[src/hdl/iobb_cfg.svh]
/*
 * Constants of the I/O bus data and skip bridge: register offsets,
 * field positions and reset values.
 * Assumes it is included by bare name, before the package and the modules.
 */
`ifndef IOBB_CFG_SVH
`define IOBB_CFG_SVH

// Register byte offsets on the APB slave
`define IOBB_OFS_CTRL 12'h000
`define IOBB_OFS_STATUS 12'h004
`define IOBB_OFS_LAST_IN 12'h008

// Control register fields
`define IOBB_CTRL_ENABLE_BIT 0
`define IOBB_CTRL_RESET 32'h0000_0001

// Status register fields
`define IOBB_ST_COUNT_LO 0
`define IOBB_ST_COUNT_HI 1
`define IOBB_ST_ENABLE_FF_BIT 2
`define IOBB_ST_SAMPLE_BIT 3
`define IOBB_ST_PRESENT_BIT 4
`define IOBB_ST_CLEAR_BIT 5

// Width of the data paths on both buses
`define IOBB_DW 12

// Idle value of the peripheral pins after reset: skip and clear released
`define IOBB_PIN_IDLE 14'h3000

`endif

[src/hdl/iobb_pkg.sv]
/*
 * Types of the I/O bus data and skip bridge.
 * Assumes iobb_cfg.svh is compiled alongside; nothing is imported anywhere.
 */
`include "iobb_cfg.svh"

package iobb_pkg;

    // Register selected by an APB address
    typedef enum logic [1:0] {
        IOBB_REG_CTRL = 2'h0,
        IOBB_REG_STATUS = 2'h1,
        IOBB_REG_LAST_IN = 2'h3,
        IOBB_REG_NONE = 2'h2
    } iobb_reg_t;

    // Whole state of the bridge top level
    typedef struct packed {
        logic skip_sample_ff;                // Skip level caught at each strobe
        logic count_low_stage;               // Skip counter, weight one
        logic count_high_stage;              // Skip counter, weight two
        logic ctrl_line_enable_ff;           // Routes skip bits to the program counter
        logic ctrl0;                         // Control line zero, active high inside
        logic ctrl1;                         // Control line one, active high inside
        logic ctrl2;                         // Control line two, active high inside
        logic pc_load;                       // Program counter load pulse
        logic bus_strobe;                    // Bus strobe pulse
        logic [`IOBB_DW-1:0] data_out;       // Word driven onto processor data lines
        logic data_oe;                       // Processor data lines driven
        logic [`IOBB_DW-1:0] ext_out;        // Inverted copy of processor data
        logic enable;                        // Software enable of the bridge
        logic [`IOBB_DW-1:0] last_in;        // Last input word gated to the processor
        logic [31:0] prdata;                 // APB read data
        logic pslverr;                       // APB error answer
    } iobb_state_t;

endpackage

[src/hdl/iobb_bridge.sv]
/*
 * Data gating and skip counting part of a bridge between a processor bus
 * and a positive-logic peripheral bus, with an APB register slave.
 * Assumes the I/O pulse sequencer sits on pclk and delivers one-cycle
 * fire pulses for the strobe, gap and final-delay one-shots and for the
 * end of each I/O instruction. Peripheral pins are asynchronous.
 */
// Functional notes
// [RQ1] Processor data inverted onto external output lines
// [RQ2] Clear request during pulse asserts control zero
// [RQ3] No clear request: control lines stay negated
// [RQ4] Any input one raises data present
// [RQ5] Peripheral drives input word during I/O pulse
// [RQ6] Data present: control one, word onto bus
// [RQ7] Overwrite input adds control zero too
// [RQ8] Zero word needs clear request from peripheral
// [RQ9] Every input transfer asserts a control line
// [RQ10] Peripheral grounds skip, leaves input lines idle
// [RQ11] Skip count on data lines ten, eleven
// [RQ12] Skip sample takes skip level at strobe
// [RQ13] Gap one-shot sets skip sample, priority
// [RQ14] Each sample clear clocks two-stage counter
// [RQ15] Final delay sets enable over strobe
// [RQ16] Enable drives control two only
// [RQ17] Control two plus final strobe loads counter
// [RQ18] Peripheral releases skip before final strobe
// [RQ19] Strobe issued at end of each pulse
// [RQ20] Final delay then one more strobe
// [RQ21] Counter and enable cleared per instruction
`timescale 1ns/100ps
`include "iobb_cfg.svh"

module iobb_bridge (
    input wire logic pclk,
    input wire logic presetn,
    // APB slave
    input wire logic [11:0] paddr,
    input wire logic psel,
    input wire logic penable,
    input wire logic pwrite,
    input wire logic [31:0] pwdata,
    output logic [31:0] prdata,
    output logic pready,
    output logic pslverr,
    // Sequencer events, all on pclk
    input wire logic io_pulse,
    input wire logic strobe_oneshot_fire,
    input wire logic gap_oneshot_fire,
    input wire logic final_delay_oneshot_fire,
    input wire logic io_instruction_done,
    // Processor bus
    input wire logic [11:0] proc_data_in,
    output logic [11:0] proc_data_out,
    // Low while the bridge drives the processor data lines
    output logic proc_data_oe_n,
    output logic ctrl_line_zero_n,
    output logic ctrl_line_one_n,
    output logic ctrl_line_two_n,
    output logic prog_counter_load_n,
    output logic bus_strobe_n,
    // Peripheral bus
    output logic [11:0] ext_out_data,
    input wire logic [11:0] ext_in_data,
    input wire logic acc_clear_request_n,
    input wire logic skip_request_n
);

    iobb_pkg::iobb_state_t s_r;   // Registered state
    iobb_pkg::iobb_state_t s_nxt; // Next state

    logic [13:0] pins_s;          // Synchronised peripheral pins
    logic [11:0] in_s;            // Input word after synchronising
    logic clear_req;              // Accumulator clear requested
    logic skip_req;               // Skip requested
    logic data_present;           // Some input line carries a one
    logic [1:0] count_nxt;        // Next value of the skip counter
    logic [1:0] count_r;          // Current value of the skip counter
    logic sample_falls;           // Skip sample goes from set to clear
    logic setup_phase;            // APB setup cycle
    logic wr_access;              // APB write access cycle
    iobb_pkg::iobb_reg_t rd_sel;  // Register picked by the read
    iobb_pkg::iobb_reg_t wr_sel;  // Register picked by the write

    // Address decode shared by the read and write paths
    function automatic iobb_pkg::iobb_reg_t reg_decode(input logic [11:0] a);
        iobb_pkg::iobb_reg_t r;
        case (a)
            `IOBB_OFS_CTRL: r = iobb_pkg::IOBB_REG_CTRL;
            `IOBB_OFS_STATUS: r = iobb_pkg::IOBB_REG_STATUS;
            `IOBB_OFS_LAST_IN: r = iobb_pkg::IOBB_REG_LAST_IN;
            default: r = iobb_pkg::IOBB_REG_NONE;
        endcase
        return r;
    endfunction

    // Peripheral pins are asynchronous, so they pass two flops first
    // The reset value is the released level, so no false request follows reset
    iobb_sync #(
        .W(14),
        .RST(`IOBB_PIN_IDLE)
    ) u_pin_sync (
        .pclk(pclk),
        .presetn(presetn),
        .d({skip_request_n, acc_clear_request_n, ext_in_data}),
        .q(pins_s)
    );

    assign in_s = pins_s[11:0];
    assign clear_req = !pins_s[12];
    assign skip_req = !pins_s[13];
    assign data_present = |in_s; // RQ4
    assign count_r = {s_r.count_high_stage, s_r.count_low_stage};

    // Zero wait states: every access completes in its first access cycle
    // Read data is registered at the setup edge, which is what makes that possible
    assign pready = 1'b1;
    assign setup_phase = psel && !penable;
    assign wr_access = psel && penable && pwrite;
    assign rd_sel = reg_decode(paddr);
    assign wr_sel = reg_decode(paddr);

    // Next-state logic for the whole bridge
    always_comb begin
        s_nxt = s_r;
        sample_falls = 1'b0;
        count_nxt = count_r;

        // Output path is a plain buffer-inverter, registered for clean edges
        s_nxt.ext_out = ~proc_data_in; // RQ1

        // Skip sample: the gap one-shot set wins over the strobe clock
        if (gap_oneshot_fire) begin
            s_nxt.skip_sample_ff = 1'b1; // RQ13
        end else if (strobe_oneshot_fire) begin
            // D input is the raw line level: an asserted (low) skip clears the
            // sample, and each such clear is one counted skip
            s_nxt.skip_sample_ff = !skip_req; // RQ12
        end

        // A set-to-clear move of the sample clocks the counter
        // The counter wraps after three; the peripheral must not skip further
        sample_falls = s_r.skip_sample_ff && !s_nxt.skip_sample_ff;
        if (sample_falls) begin
            count_nxt = count_r + 2'd1; // RQ14
        end

        // Final delay sets the enable even when the strobe fires with it
        if (final_delay_oneshot_fire) begin
            s_nxt.ctrl_line_enable_ff = 1'b1; // RQ15
        end

        // End of the instruction wipes count and enable, it has the last word
        if (io_instruction_done) begin
            count_nxt = 2'd0; // RQ21
            s_nxt.ctrl_line_enable_ff = 1'b0; // RQ21
        end
        s_nxt.count_low_stage = count_nxt[0];
        s_nxt.count_high_stage = count_nxt[1];

        // Control lines and processor data default to released
        s_nxt.ctrl0 = 1'b0; // RQ3
        s_nxt.ctrl1 = 1'b0; // RQ3
        s_nxt.ctrl2 = 1'b0;
        s_nxt.data_oe = 1'b0;
        s_nxt.data_out = '0;

        if (!s_r.enable) begin
            // Disabled: the bridge keeps every processor line negated
            s_nxt.ctrl0 = 1'b0;
        end else if (s_nxt.ctrl_line_enable_ff && count_nxt != 2'd0) begin
            // Skip: only control two, count on lines ten and eleven
            // Skip routing wins over a pulse, as control enable holds to the end
            s_nxt.ctrl2 = 1'b1; // RQ16
            s_nxt.data_out = {10'h000, count_nxt}; // RQ11
            s_nxt.data_oe = 1'b1;
        end else if (io_pulse) begin
            // Clear request asserts control zero, on output or overwrite input
            s_nxt.ctrl0 = clear_req; // RQ2 RQ7
            // Present data asserts control one and is ORed into the AC
            if (data_present) begin
                s_nxt.ctrl1 = 1'b1; // RQ6 RQ9
                s_nxt.data_out = in_s; // RQ6
                s_nxt.data_oe = 1'b1;
                s_nxt.last_in = in_s;
            end else if (clear_req) begin
                // Overwrite input of zeros is logged as a zero word
                s_nxt.last_in = '0;
            end
            // Without clear or data nothing is asserted at all
        end

        // Strobe at each pulse end and after the final delay
        // A disabled bridge must not strobe, or the processor would load garbage
        s_nxt.bus_strobe = s_r.enable && strobe_oneshot_fire; // RQ19 RQ20
        // Control two with the final strobe loads the program counter
        // Both terms come from s_nxt so the load lines up with the strobe cycle
        s_nxt.pc_load = s_nxt.bus_strobe && s_nxt.ctrl2; // RQ17

        // APB write, taken in the access cycle only
        if (wr_access && wr_sel == iobb_pkg::IOBB_REG_CTRL) begin
            s_nxt.enable = pwdata[`IOBB_CTRL_ENABLE_BIT];
        end

        // APB read data and error, prepared during the setup cycle
        if (setup_phase) begin
            s_nxt.prdata = 32'h0000_0000;
            s_nxt.pslverr = 1'b0;
            case (rd_sel)
                iobb_pkg::IOBB_REG_CTRL: begin
                    s_nxt.prdata[`IOBB_CTRL_ENABLE_BIT] = s_r.enable;
                end
                iobb_pkg::IOBB_REG_STATUS: begin
                    s_nxt.prdata[`IOBB_ST_COUNT_LO] = s_r.count_low_stage;
                    s_nxt.prdata[`IOBB_ST_COUNT_HI] = s_r.count_high_stage;
                    s_nxt.prdata[`IOBB_ST_ENABLE_FF_BIT] = s_r.ctrl_line_enable_ff;
                    s_nxt.prdata[`IOBB_ST_SAMPLE_BIT] = s_r.skip_sample_ff;
                    s_nxt.prdata[`IOBB_ST_PRESENT_BIT] = data_present;
                    s_nxt.prdata[`IOBB_ST_CLEAR_BIT] = clear_req;
                end
                iobb_pkg::IOBB_REG_LAST_IN: begin
                    s_nxt.prdata[11:0] = s_r.last_in;
                end
                default: begin
                    // Unmapped address answers with an error
                    s_nxt.pslverr = 1'b1;
                end
            endcase
        end
    end

    // State register; the reset value of every field is a constant
    always_ff @(posedge pclk or negedge presetn) begin
        if (!presetn) begin
            s_r <= '0;
            // Only the enable bit of the control reset word is held in a flop
            s_r.enable <= 1'(`IOBB_CTRL_RESET);
            s_r.ext_out <= 12'hFFF;
        end else begin
            s_r <= s_nxt;
        end
    end

    // All data and control outputs except the tied-high pready come straight from flip-flops
    assign prdata = s_r.prdata;
    assign pslverr = s_r.pslverr;
    assign ext_out_data = s_r.ext_out;
    assign proc_data_out = s_r.data_out;
    assign proc_data_oe_n = !s_r.data_oe;
    assign ctrl_line_zero_n = !s_r.ctrl0;
    assign ctrl_line_one_n = !s_r.ctrl1;
    assign ctrl_line_two_n = !s_r.ctrl2;
    assign prog_counter_load_n = !s_r.pc_load;
    assign bus_strobe_n = !s_r.bus_strobe;
endmodule

[src/hdl/iobb_sync.sv]
/*
 * Two-flop synchroniser for a group of pin inputs.
 * Assumes each bit is an independent level; no bus coherence is promised.
 */
`timescale 1ns/100ps

module iobb_sync #(
    parameter int W = 14,
    parameter logic [W-1:0] RST = '0
) (
    input wire logic pclk,
    input wire logic presetn,
    input wire logic [W-1:0] d,
    output logic [W-1:0] q
);

    logic [W-1:0] meta_r; // First stage, read only by the second

    // Both stages reset to the idle value of the pins
    always_ff @(posedge pclk or negedge presetn) begin
        if (!presetn) begin
            meta_r <= RST;
            q <= RST;
        end else begin
            meta_r <= d;
            q <= meta_r;
        end
    end

endmodule

[config.mk]
export PLATFORM = sky130hd
export DESIGN_NAME = iobb_bridge
export DESIGN_NICKNAME = d
export VERILOG_FILES = /design/src/hdl/iobb_pkg.sv /design/src/hdl/iobb_bridge.sv /design/src/hdl/iobb_sync.sv
export VERILOG_INCLUDE_DIRS = /design/src /design/src/hdl
export SDC_FILE = /design/constraint.sdc
export NUM_CORES = 1
export LEC_CHECK = 0
export ABC_CLOCK_PERIOD_IN_PS = 1600
export BUFFER_PORTS_ARGS = -buffer_cell sky130_fd_sc_hd__buf_2
export CELL_PAD_IN_SITES_DETAIL_PLACEMENT = 1
export CELL_PAD_IN_SITES_GLOBAL_PLACEMENT = 2
export CORE_MARGIN = 1
export CORE_UTILIZATION = 27
export DETAILED_ROUTE_END_ITERATION = 10
export PLACE_DENSITY_LB_ADDON = 0.3
export SYNTH_ARGS = -nofsm -noshare
export SYNTH_HDL_FRONTEND = slang
export SYNTH_SLANG_ARGS = --single-unit
export TNS_END_PERCENT = 50
[constraint.sdc]
create_clock -name pclk -period 1.6 [get_ports pclk]
set_clock_uncertainty 0.15 [all_clocks]
set_input_delay 0.32 -clock pclk [delete_from_list [all_inputs] [get_ports pclk]]
set_output_delay 0.32 -clock pclk [all_outputs]
set_load 0.005 [all_outputs]
==> results.sh, run 1 <==
export IMPL_multi_input_area_um2=841
export IMPL_startpoint_type="flip-flop"
export IMPL_vias=2225
export IMPL_rr_endpoint="s_r[34]$_DFFE_PN0P_"
export IMPL_synth_top_flop_cell="dfrtp_1"
export IMPL_vias_per_cell=3.91
export IMPL_worst_setup_path_end_kind="flip-flop"
export IMPL_syn_area_mm2=0.00348
export IMPL_final_cells=569
export IMPL_hp_class="primary input to flip-flop"
export IMPL_ys_seq_area_frac=0.638
export IMPL_setup_violations_final=26
export IMPL_post_place_ws_ps=-166
export IMPL_clkSlewWorstSetupHoldPaths_ps=60
export IMPL_final_common_cell="buf_2"
export IMPL_grt_use_met1=0.154
export IMPL_ys_warn_count=0
export IMPL_cp_max_fo=11
export IMPL_fin_crit_sh=1.08
export IMPL_dp_cells=525
export IMPL_final_util=0.375
export IMPL_die_y_um=116
export IMPL_syn_to_final_growth_pct=35.8
export IMPL_clockPowerShare=0.425
export IMPL_intPower_mw=3.67
export IMPL_p_leak_nw=2.36
export IMPL_reg2reg_slack_ps=-130
export IMPL_drtIter0Drc=86
export IMPL_start_util=0.276
export IMPL_io_pins=144
export IMPL_rr_startpoint="u_pin_sync.q[13]$_DFF_PN1_"
export IMPL_holdPathEnd="s_r[79]$_DFF_PN0_"
export IMPL_grt_pass1_wl_um=12000
export IMPL_power_frac_seq=0.501
export IMPL_busiest_layer="met2"
export IMPL_layout_area_seq_mm2=0.00222
export IMPL_synth_cell_types=44
export IMPL_reg2reg_depth=5
export IMPL_ant_nets=0
export IMPL_routedWlPerCell_um=13.3
export IMPL_firstDrtPassIters=3
export IMPL_grt_pass1_vias=2289
export IMPL_root_buffer="clkbuf_16"
export IMPL_hold_ws_ps=44.7
export IMPL_combPwrFrac=0.075
export IMPL_cts_max_path_buffers=2
export IMPL_rows=41
export IMPL_io_buffers=91
export IMPL_fmax_mhz=579
export IMPL_cts_tree="built"
export IMPL_drv_cap=0
export IMPL_die_w_um=116
export IMPL_swShare=0.212
export IMPL_status="complete, but fails checks"
export IMPL_drive_gt1_frac=0.469
export IMPL_ir_drop_v=0.000372
export IMPL_power_density_mw_per_mm2=984
export IMPL_clkLatencyLatePin_ps=330
export IMPL_avgSynthCellArea_um2=13.1
export IMPL_antenna_found_initial=0
export IMPL_cts_made_buffers=9
export IMPL_dp_hpwl_um=5550
export IMPL_yosys_register_bits=88
export IMPL_finalHoldViolCount=0
export IMPL_path_class="flip-flop to flip-flop"
export IMPL_layout_nets=472
export IMPL_required_ps=1670
export IMPL_synthCells=266
export IMPL_setup_ws_ps=-127
export IMPL_period_needed_ps=1730
export IMPL_grt_max_degree=31
export IMPL_violations="setup timing"
export IMPL_maxSlewViolCount=0
export IMPL_drc=0
export IMPL_core_area_mm2=0.0126
export IMPL_place_gp_congestion=0.759
export IMPL_fillers=1420
export IMPL_cts_htree_levels=3
export IMPL_gr_total_overflow=0
export IMPL_async_reset_ff_frac=1.00
export IMPL_synth_edf_count=0
export IMPL_final_cell_mix="buf_2 (90), dfrtp_1 (71), buf_4 (37)"
export IMPL_switchingPower_uw=988
export IMPL_arrival_ps=1790
export IMPL_grtUsageMet2=0.199
export IMPL_hold_depth=2
export IMPL_cts_sinks=88
export IMPL_dieArea_mm2=0.0134
export IMPL_use_met3=0.0277
export IMPL_routed_wirelength_um=7570
export IMPL_rsz0062_at_grt="true"
export IMPL_num_antenna_cells=0
export IMPL_grt_use_total=0.121
export IMPL_worstHoldStart="gap_oneshot_fire"
## worst max-delay path, cell delays in order, from the launching register on
cell and delay [ps]:
dfstp_2 530, nand4bb_4 170, mux2i_4 260, o221ai_2 140, buf_6 170, a22o_2 200
## how the worst max path moves through the flow
stage / endpoint / from
floorplan: s_r[40]$_DFFE_PN0P_ / u_pin_sync.q[13]$_DFF_PN1_
global placement: s_r[33]$_DFFE_PN0P_ / u_pin_sync.q[3]$_DFF_PN0_
detailed placement: s_r[33]$_DFFE_PN0P_ / u_pin_sync.q[7]$_DFF_PN0_
CTS: s_r[33]$_DFFE_PN0P_ / u_pin_sync.q[10]$_DFF_PN0_
global route: s_r[34]$_DFFE_PN0P_ / u_pin_sync.q[13]$_DFF_PN1_
finish: s_r[34]$_DFFE_PN0P_ / u_pin_sync.q[13]$_DFF_PN1_
## stage by stage
stage	instance area [µm²]	TNS, ps	power (mW)
detailed placement	4110	-5030	2.67
finish	4730	-2410	4.66
CTS	4680	-2810	4.74
global placement	4110	-4300	2.66
global route	4730	-3990	4.87
floorplan	3570	-1370	2.50
## sequential cells by signal, summed over array words and instances (netlist names)
register and cells:
count_r 2, ext_out_data 12, prdata 12, proc_data_out 12, pslverr 1, s_r 21, u_pin_sync.meta_r 14, u_pin_sync.q 14
## kinds of logic (layout without fill, tap and decap cells)
family                    count (synthesis)  in the layout  share of synthesized area
and+or+nand+nor                          49             49                     0.0898
xor gates and xnor gates                  2              2                    0.00503
muxes                                     5              5                     0.0176
AOI/OAI and AO/OA                        34             34                     0.0876
other                                     2             21                    0.00216
buffers and inverters                    86            198                      0.160
DFF                                      88             88                      0.638
## power by group through the flow
stage	clock network (mW)	registers, mW	logic, mW
finish	1.98	2.33	0.347
global route	2.14	2.34	0.388
CTS	2.05	2.33	0.349
detailed placement	0	2.37	0.295
global placement	0	2.37	0.288
floorplan	0	2.36	0.134
## repair_timing
action | 4_1_cts | 5_1_grt
endpoints found under the setup margin | 28 | 30
gates resized for setup | 5 | 7
pin swaps | 3 | 3
endpoints found under the hold margin | 46 | 0
setup buffers | 0 | 1
hold buffers | 27 | 0
## metal layers
metal	part of all wire	wire length (µm)
met5	0	0
met2	0.51	3840
met1	0.44	3300
met4	0.0081	61
met3	0.048	366
## synthesized netlist by cell type, types with 2 or more instances
library cell	count	area [µm²]
dfrtp_1	71	1780
buf_4	58	435
inv_1	22	82.6
dfstp_2	17	447
a22o_1	16	140
and2_1	16	100
nor2_1	9	33.8
a221o_1	5	50.1
nor4_1	5	31.3
nand2_1	4	15.0
and2_2	2	15.0
buf_6	2	22.5
clkbuf_1	2	7.51
conb_1	2	7.51
nand3_1	2	10.0
o21ai_0	2	10.0
o31ai_1	2	15.0
or2_1	2	12.5
xnor2_1	2	17.5
## layout make-up
type                    instances  share of cell area
clock buffers                  14              0.0579
clock inverters                 2             0.00264
inverters                      23              0.0182
multi-input cells             111               0.178
flip-flops and latches         88               0.470
well taps                     172              0.0455
repair buffers                159               0.228
(Power assumes the default switching activity.)
==> run 2, diff against run 1 <==
--- a/config.mk
+++ b/config.mk
@@ -14,6 +14,7 @@
 export CORE_UTILIZATION = 27
 export DETAILED_ROUTE_END_ITERATION = 10
 export PLACE_DENSITY_LB_ADDON = 0.3
+export SETUP_SLACK_MARGIN = 0.1
 export SYNTH_ARGS = -nofsm -noshare
 export SYNTH_HDL_FRONTEND = slang
 export SYNTH_SLANG_ARGS = --single-unit
==> run 2 against run 1 <==
The flow still finishes with violations (setup timing). Combinational power is 3% lower. Die area did not move. Sequential share of layout area decreased by 0.23 points. Via count decreased by 0.31%. Global-route usage fell by 0.25 points. Wire length decreased by 2.1%. Register-to-register slack hardly changed.
==> results.sh, run 2 (same netlist as run 1, synthesis figures left out) <==
export IMPL_status="complete, but fails checks"
export IMPL_violations="setup timing"
export IMPL_path_class="flip-flop to flip-flop"
export IMPL_firstDrtPassIters=6
export IMPL_cts_max_path_buffers=2
export IMPL_dp_hpwl_um=5290
export IMPL_worst_setup_path_end_kind="flip-flop"
export IMPL_grtUsageMet2=0.189
export IMPL_clkLatencyLatePin_ps=330
export IMPL_power_density_mw_per_mm2=1040
export IMPL_gr_total_overflow=0
export IMPL_root_buffer="clkbuf_16"
export IMPL_arrival_ps=1810
export IMPL_crit_family="flip-flops"
export IMPL_syn_to_final_growth_pct=36.5
export IMPL_final_common_cell="buf_2"
export IMPL_startpoint_type="flip-flop"
export IMPL_cts_sinks=88
export IMPL_routedWlPerCell_um=13.1
export IMPL_grt_use_met1=0.149
export IMPL_setup_violations_final=27
export IMPL_multi_input_area_um2=857
export IMPL_dieArea_mm2=0.0134
export IMPL_required_ps=1670
export IMPL_rows=41
export IMPL_largest_reg_flops=21
export IMPL_finalHoldViolCount=0
export IMPL_cts_tree="built"
export IMPL_drc=0
export IMPL_fillers=1400
export IMPL_drive_gt1_frac=0.472
export IMPL_io_pins=144
export IMPL_maxSlewViolCount=0
export IMPL_vias_per_cell=3.92
export IMPL_dp_cells=521
export IMPL_vias=2218
export IMPL_crit_chain="nand4bb_4 > mux2i_4 > o221ai_4 > buf_6 > a22o_2"
export IMPL_core_area_mm2=0.0126
export IMPL_routed_wirelength_um=7410
export IMPL_p_leak_nw=2.36
export IMPL_start_util=0.276
export IMPL_largest_register="s_r"
export IMPL_die_w_um=116
export IMPL_grt_pass1_vias=2243
export IMPL_cp_max_fo=11
export IMPL_fin_crit_sh=1.09
export IMPL_cts_htree_levels=3
export IMPL_final_cells=566
export IMPL_use_met3=0.0345
export IMPL_io_buffers=91
export IMPL_grt_use_total=0.118
export IMPL_hp_class="primary input to flip-flop"
export IMPL_clkSlewWorstSetupHoldPaths_ps=60
export IMPL_ant_nets=0
export IMPL_final_cell_mix="buf_2 (90), dfrtp_1 (71), buf_4 (35)"
export IMPL_layout_nets=469
export IMPL_cts_made_buffers=9
export IMPL_drtIter0Drc=58
export IMPL_antenna_found_initial=0
export IMPL_fmax_mhz=574
export IMPL_die_y_um=116
export IMPL_final_util=0.377
export IMPL_grt_max_degree=65
export IMPL_slowest_stage="dfstp_2"
export IMPL_largest_registers="s_r: 21 flops, u_pin_sync.meta_r: 14 flops, u_pin_sync.q: 14 flops"
export IMPL_place_gp_congestion=0.697
export IMPL_grt_pass1_wl_um=11700
export IMPL_slowest_delay_ps=520
export IMPL_layout_area_seq_mm2=0.00222
export IMPL_critPathBufInv=1
export IMPL_busiest_layer="met2"
export IMPL_period_needed_ps=1740
export IMPL_ir_drop_v=0.000444
export IMPL_num_antenna_cells=0
export IMPL_rsz0062_at_grt="true"
export IMPL_setup_ws_ps=-141
export IMPL_drv_cap=0
## run 2: cell types whose count changed in the layout (fill, tap and decap cells not counted), moves of 2 or more
cell / before / now
and2_1: 16 / 14
and2_4: 0 / 2
buf_4: 37 / 35
bufinv_16: 0 / 2
clkbuf_1: 2 / 0
clkbuf_8: 3 / 1
nor4_2: 4 / 2
## run 2: final timing paths
check	from	to	slack [ps]	depth (start not counted)
max	u_pin_sync.q[13]$_DFF_PN1_	s_r[34]$_DFFE_PN0P_	-140	5
min	gap_oneshot_fire	s_r[79]$_DFF_PN0_	40	2
max reg2reg	u_pin_sync.q[13]$_DFF_PN1_	s_r[34]$_DFFE_PN0P_	-140	5
min reg2reg	u_pin_sync.meta_r[6]$_DFF_PN0_	u_pin_sync.q[6]$_DFF_PN0_	200	0
max in group asynchronous	presetn	u_pin_sync.meta_r[13]$_DFF_PN1_	520	3
min in group asynchronous	presetn	ext_out_data[6]$_DFF_PN1_	380	2
## run 2: layer usage
layer / routed length [µm] / up-vias
met1: 3240 / 1084
met4: 129 / 0
li1: - / 1054
met3: 447 / 9
met5: 0 / -
met2: 3590 / 71
## run 2: metrics by stage
| step | TNS [ps] | cell area (µm²) | total power, mW | worst slack (ps) | hold slack, ps |
|---|---|---|---|---|---|
| 3_3_place_gp | -6630 | 4060 | 2.64 | -373 | 170 |
| 2_1_floorplan | -1340 | 3570 | 2.50 | -74.6 | -126 |
| 3_5_place_dp | -7090 | 4060 | 2.65 | -345 | 172 |
| 6_report | -2810 | 4760 | 4.93 | -141 | 42.0 |
| 4_1_cts | -3070 | 4730 | 5.02 | -153 | 28.6 |
| 5_1_grt | -4660 | 4760 | 5.17 | -225 | 43.7 |
## run 2: cell type report
cell class	count	share of cell area
Multi-Input combinational cell	111	0.180
Clock inverter	6	0.0189
Clock buffer	10	0.0502
Sequential cell	88	0.467
Timing Repair Buffer	156	0.220
Tap cell	172	0.0452
Inverter	23	0.0181
## run 2: worst register-to-register path, cell delays in order (launching register included)
cell,delay (ps)
dfstp_2,520
nand4bb_4,160
mux2i_4,290
o221ai_4,140
buf_6,170
a22o_2,200
## run 2: where the power goes
part / switching [mW] / internal [mW] / total (mW)
Clock: 0.848 / 1.42 / 2.26
Combinational: 0.158 / 0.181 / 0.338
Sequential: 0.0288 / 2.30 / 2.33
## run 2: what timing repair did
action | in CTS | in global routing
buffers inserted | 1 | 1
gates resized for setup | 11 | 4
hold buffers | 27 | 0
pin swaps | 5 | 3
endpoints found under the hold margin | 101 | 0
endpoints found under the setup margin | 30 | 31
==> run 3, diff against run 2 <==
--- a/config.mk
+++ b/config.mk
@@ -9,9 +9,9 @@
 export ABC_CLOCK_PERIOD_IN_PS = 1600
 export BUFFER_PORTS_ARGS = -buffer_cell sky130_fd_sc_hd__buf_2
 export CELL_PAD_IN_SITES_DETAIL_PLACEMENT = 1
-export CELL_PAD_IN_SITES_GLOBAL_PLACEMENT = 2
+export CELL_PAD_IN_SITES_GLOBAL_PLACEMENT = 1
 export CORE_MARGIN = 1
-export CORE_UTILIZATION = 27
+export CORE_UTILIZATION = 33
 export DETAILED_ROUTE_END_ITERATION = 10
 export PLACE_DENSITY_LB_ADDON = 0.3
 export SETUP_SLACK_MARGIN = 0.1
==> run 3 against run 2 <==
The run still ends with setup timing left. Wire length down 4.7%. Critical endpoint unchanged. Register-to-register slack worse by 30 ps. Fmax down 1.7%. Worst setup slack worse by 29 ps. Non-clock buffer count up 1. Final cell count down 6.2%.
==> results.sh, run 3 (same netlist as run 1, synthesis figures left out) <==
export IMPL_layout_nets=470
export IMPL_slowest_delay_ps=530
export IMPL_maxSlewViolCount=0
export IMPL_rows=37
export IMPL_root_buffer="clkbuf_8"
export IMPL_io_pins=144
export IMPL_violations="setup timing"
export IMPL_p_leak_nw=2.31
export IMPL_fillers=1141
export IMPL_period_needed_ps=1770
export IMPL_rsz0062_at_grt="true"
export IMPL_start_util=0.339
export IMPL_combPwrFrac=0.085
export IMPL_final_cell_mix="buf_2 (88), dfrtp_1 (71), buf_4 (35)"
export IMPL_ant_nets=0
export IMPL_fin_crit_sh=1.11
export IMPL_antenna_found_initial=0
export IMPL_grt_use_total=0.137
export IMPL_holdPathEnd="s_r[45]$_DFFE_PN1P_"
export IMPL_hold_depth=2
export IMPL_intPower_mw=3.21
export IMPL_vias=2199
export IMPL_finalHoldViolCount=0
export IMPL_die_w_um=105
export IMPL_place_gp_congestion=0.735
export IMPL_largest_register="s_r"
export IMPL_path_class="flip-flop to flip-flop"
export IMPL_crit_chain="nand4bb_4 > mux2i_4 > o221ai_4 > buf_4 > a22o_2"
export IMPL_setup_violations_final=28
export IMPL_swShare=0.229
export IMPL_setup_ws_ps=-171
export IMPL_reg2reg_slack_ps=-170
export IMPL_clockPowerShare=0.355
export IMPL_worstHoldStart="pwdata[0]"
export IMPL_largest_registers="s_r: 21 flops, u_pin_sync.meta_r: 14 flops, u_pin_sync.q: 14 flops"
export IMPL_cts_htree_levels=3
export IMPL_hp_class="primary input to flip-flop"
export IMPL_cts_sinks=88
export IMPL_rr_startpoint="u_pin_sync.q[13]$_DFF_PN1_"
export IMPL_power_frac_seq=0.560
export IMPL_cp_max_fo=11
export IMPL_post_place_ws_ps=-413
export IMPL_grt_pass1_vias=2306
export IMPL_status="complete, but fails checks"
export IMPL_core_area_mm2=0.0103
export IMPL_routedWlPerCell_um=13.3
export IMPL_drv_cap=0
export IMPL_dieArea_mm2=0.0110
export IMPL_required_ps=1690
export IMPL_drc=0
export IMPL_hold_ws_ps=69.5
export IMPL_routed_wirelength_um=7070
export IMPL_reg2reg_depth=5
export IMPL_firstDrtPassIters=4
export IMPL_largest_reg_flops=21
export IMPL_ir_drop_v=0.000475
export IMPL_die_y_um=105
export IMPL_cts_max_path_buffers=2
export IMPL_drtIter0Drc=60
export IMPL_slowest_stage="dfstp_2"
export IMPL_arrival_ps=1860
export IMPL_grt_pass1_wl_um=11600
export IMPL_gr_total_overflow=0
export IMPL_worst_setup_path_end_kind="flip-flop"
export IMPL_rr_endpoint="s_r[34]$_DFFE_PN0P_"
export IMPL_num_antenna_cells=0
export IMPL_dp_hpwl_um=4930
export IMPL_switchingPower_uw=952
export IMPL_cts_made_buffers=9
export IMPL_vias_per_cell=4.14
export IMPL_io_buffers=91
export IMPL_grt_max_degree=50
export IMPL_cts_tree="built"
export IMPL_startpoint_type="flip-flop"
export IMPL_syn_to_final_growth_pct=32.3
export IMPL_final_common_cell="buf_2"
export IMPL_fmax_mhz=565
export IMPL_clkSlewWorstSetupHoldPaths_ps=80
export IMPL_clkLatencyLatePin_ps=360
export IMPL_drive_gt1_frac=0.471
export IMPL_power_density_mw_per_mm2=903
==> run 3: how the worst max path moves through the flow <==
stage                                     startpoint             endpoint  slack [ps]  depth (start not counted)
after floorplan           u_pin_sync.q[13]$_DFF_PN1_  s_r[40]$_DFFE_PN0P_         -70                          5
after global placement     u_pin_sync.q[7]$_DFF_PN0_  s_r[33]$_DFFE_PN0P_        -330                          5
after detailed placement   u_pin_sync.q[7]$_DFF_PN0_  s_r[33]$_DFFE_PN0P_        -410                          5
after CTS                 u_pin_sync.q[10]$_DFF_PN0_  s_r[33]$_DFFE_PN0P_        -190                          5
after global routing      u_pin_sync.q[11]$_DFF_PN0_  s_r[33]$_DFFE_PN0P_        -240                          5
final                     u_pin_sync.q[13]$_DFF_PN1_  s_r[34]$_DFFE_PN0P_        -170                          5
==> run 3: critical path: cells and delay by family, from the launching register on <==
family	cells	cell delay [ps]
AOI/OAI and AO/OA	2	330
DFF	1	530
muxes	1	280
and+or+nand+nor	1	160
buffers and inverters	1	190
==> run 3: routing by layer <==
layer / GRT usage / vias to the layer above / share of wire
li1: - / 1050 / -
met2: 0.218 / 76 / 0.50
met1: 0.175 / 1061 / 0.43
met3: 0.0331 / 12 / 0.053
met4: 0.0704 / 0 / 0.024
met5: 0 / - / 0
==> run 3: area by class of cell <==
class,instances,area (µm²),share of cell area
clock buffers,10,128,0.0277
clock inverters,6,61.3,0.0133
inverters,23,86.3,0.0187
multi-input cells,111,863,0.187
flip-flops and latches,88,2220,0.482
well taps,136,170,0.0369
repair buffers,157,1080,0.234
==> run 3: timing repair <==
item / in CTS / in global routing
gates resized for setup: 11 / 7
buffers inserted: 1 / 2
hold buffers: 28 / 0
endpoints found under the hold margin: 101 / 0
pin swaps: 6 / 1
setup endpoints to repair: 29 / 33
==> run 3: power groups by stage <==
stage	Clock, mW	Sequential (mW)	Combinational, mW
after floorplan	0	2.36	0.134
after global placement	0	2.37	0.276
after detailed placement	0	2.37	0.281
after CTS	1.54	2.33	0.347
after global routing	1.63	2.34	0.391
final	1.48	2.33	0.352
==> run 3: per-stage QoR <==
step,power [mW],cell area (µm²),utilization,instances,TNS [ps]
6_report,4.16,4610,0.449,531,-3170
5_1_grt,4.36,4610,0.449,531,-5200
4_1_cts,4.22,4570,0.444,529,-3680
3_5_place_dp,2.65,4020,0.391,484,-7940
3_3_place_gp,2.64,4020,0.391,484,-5770
2_1_floorplan,2.50,3570,-,285,-1340
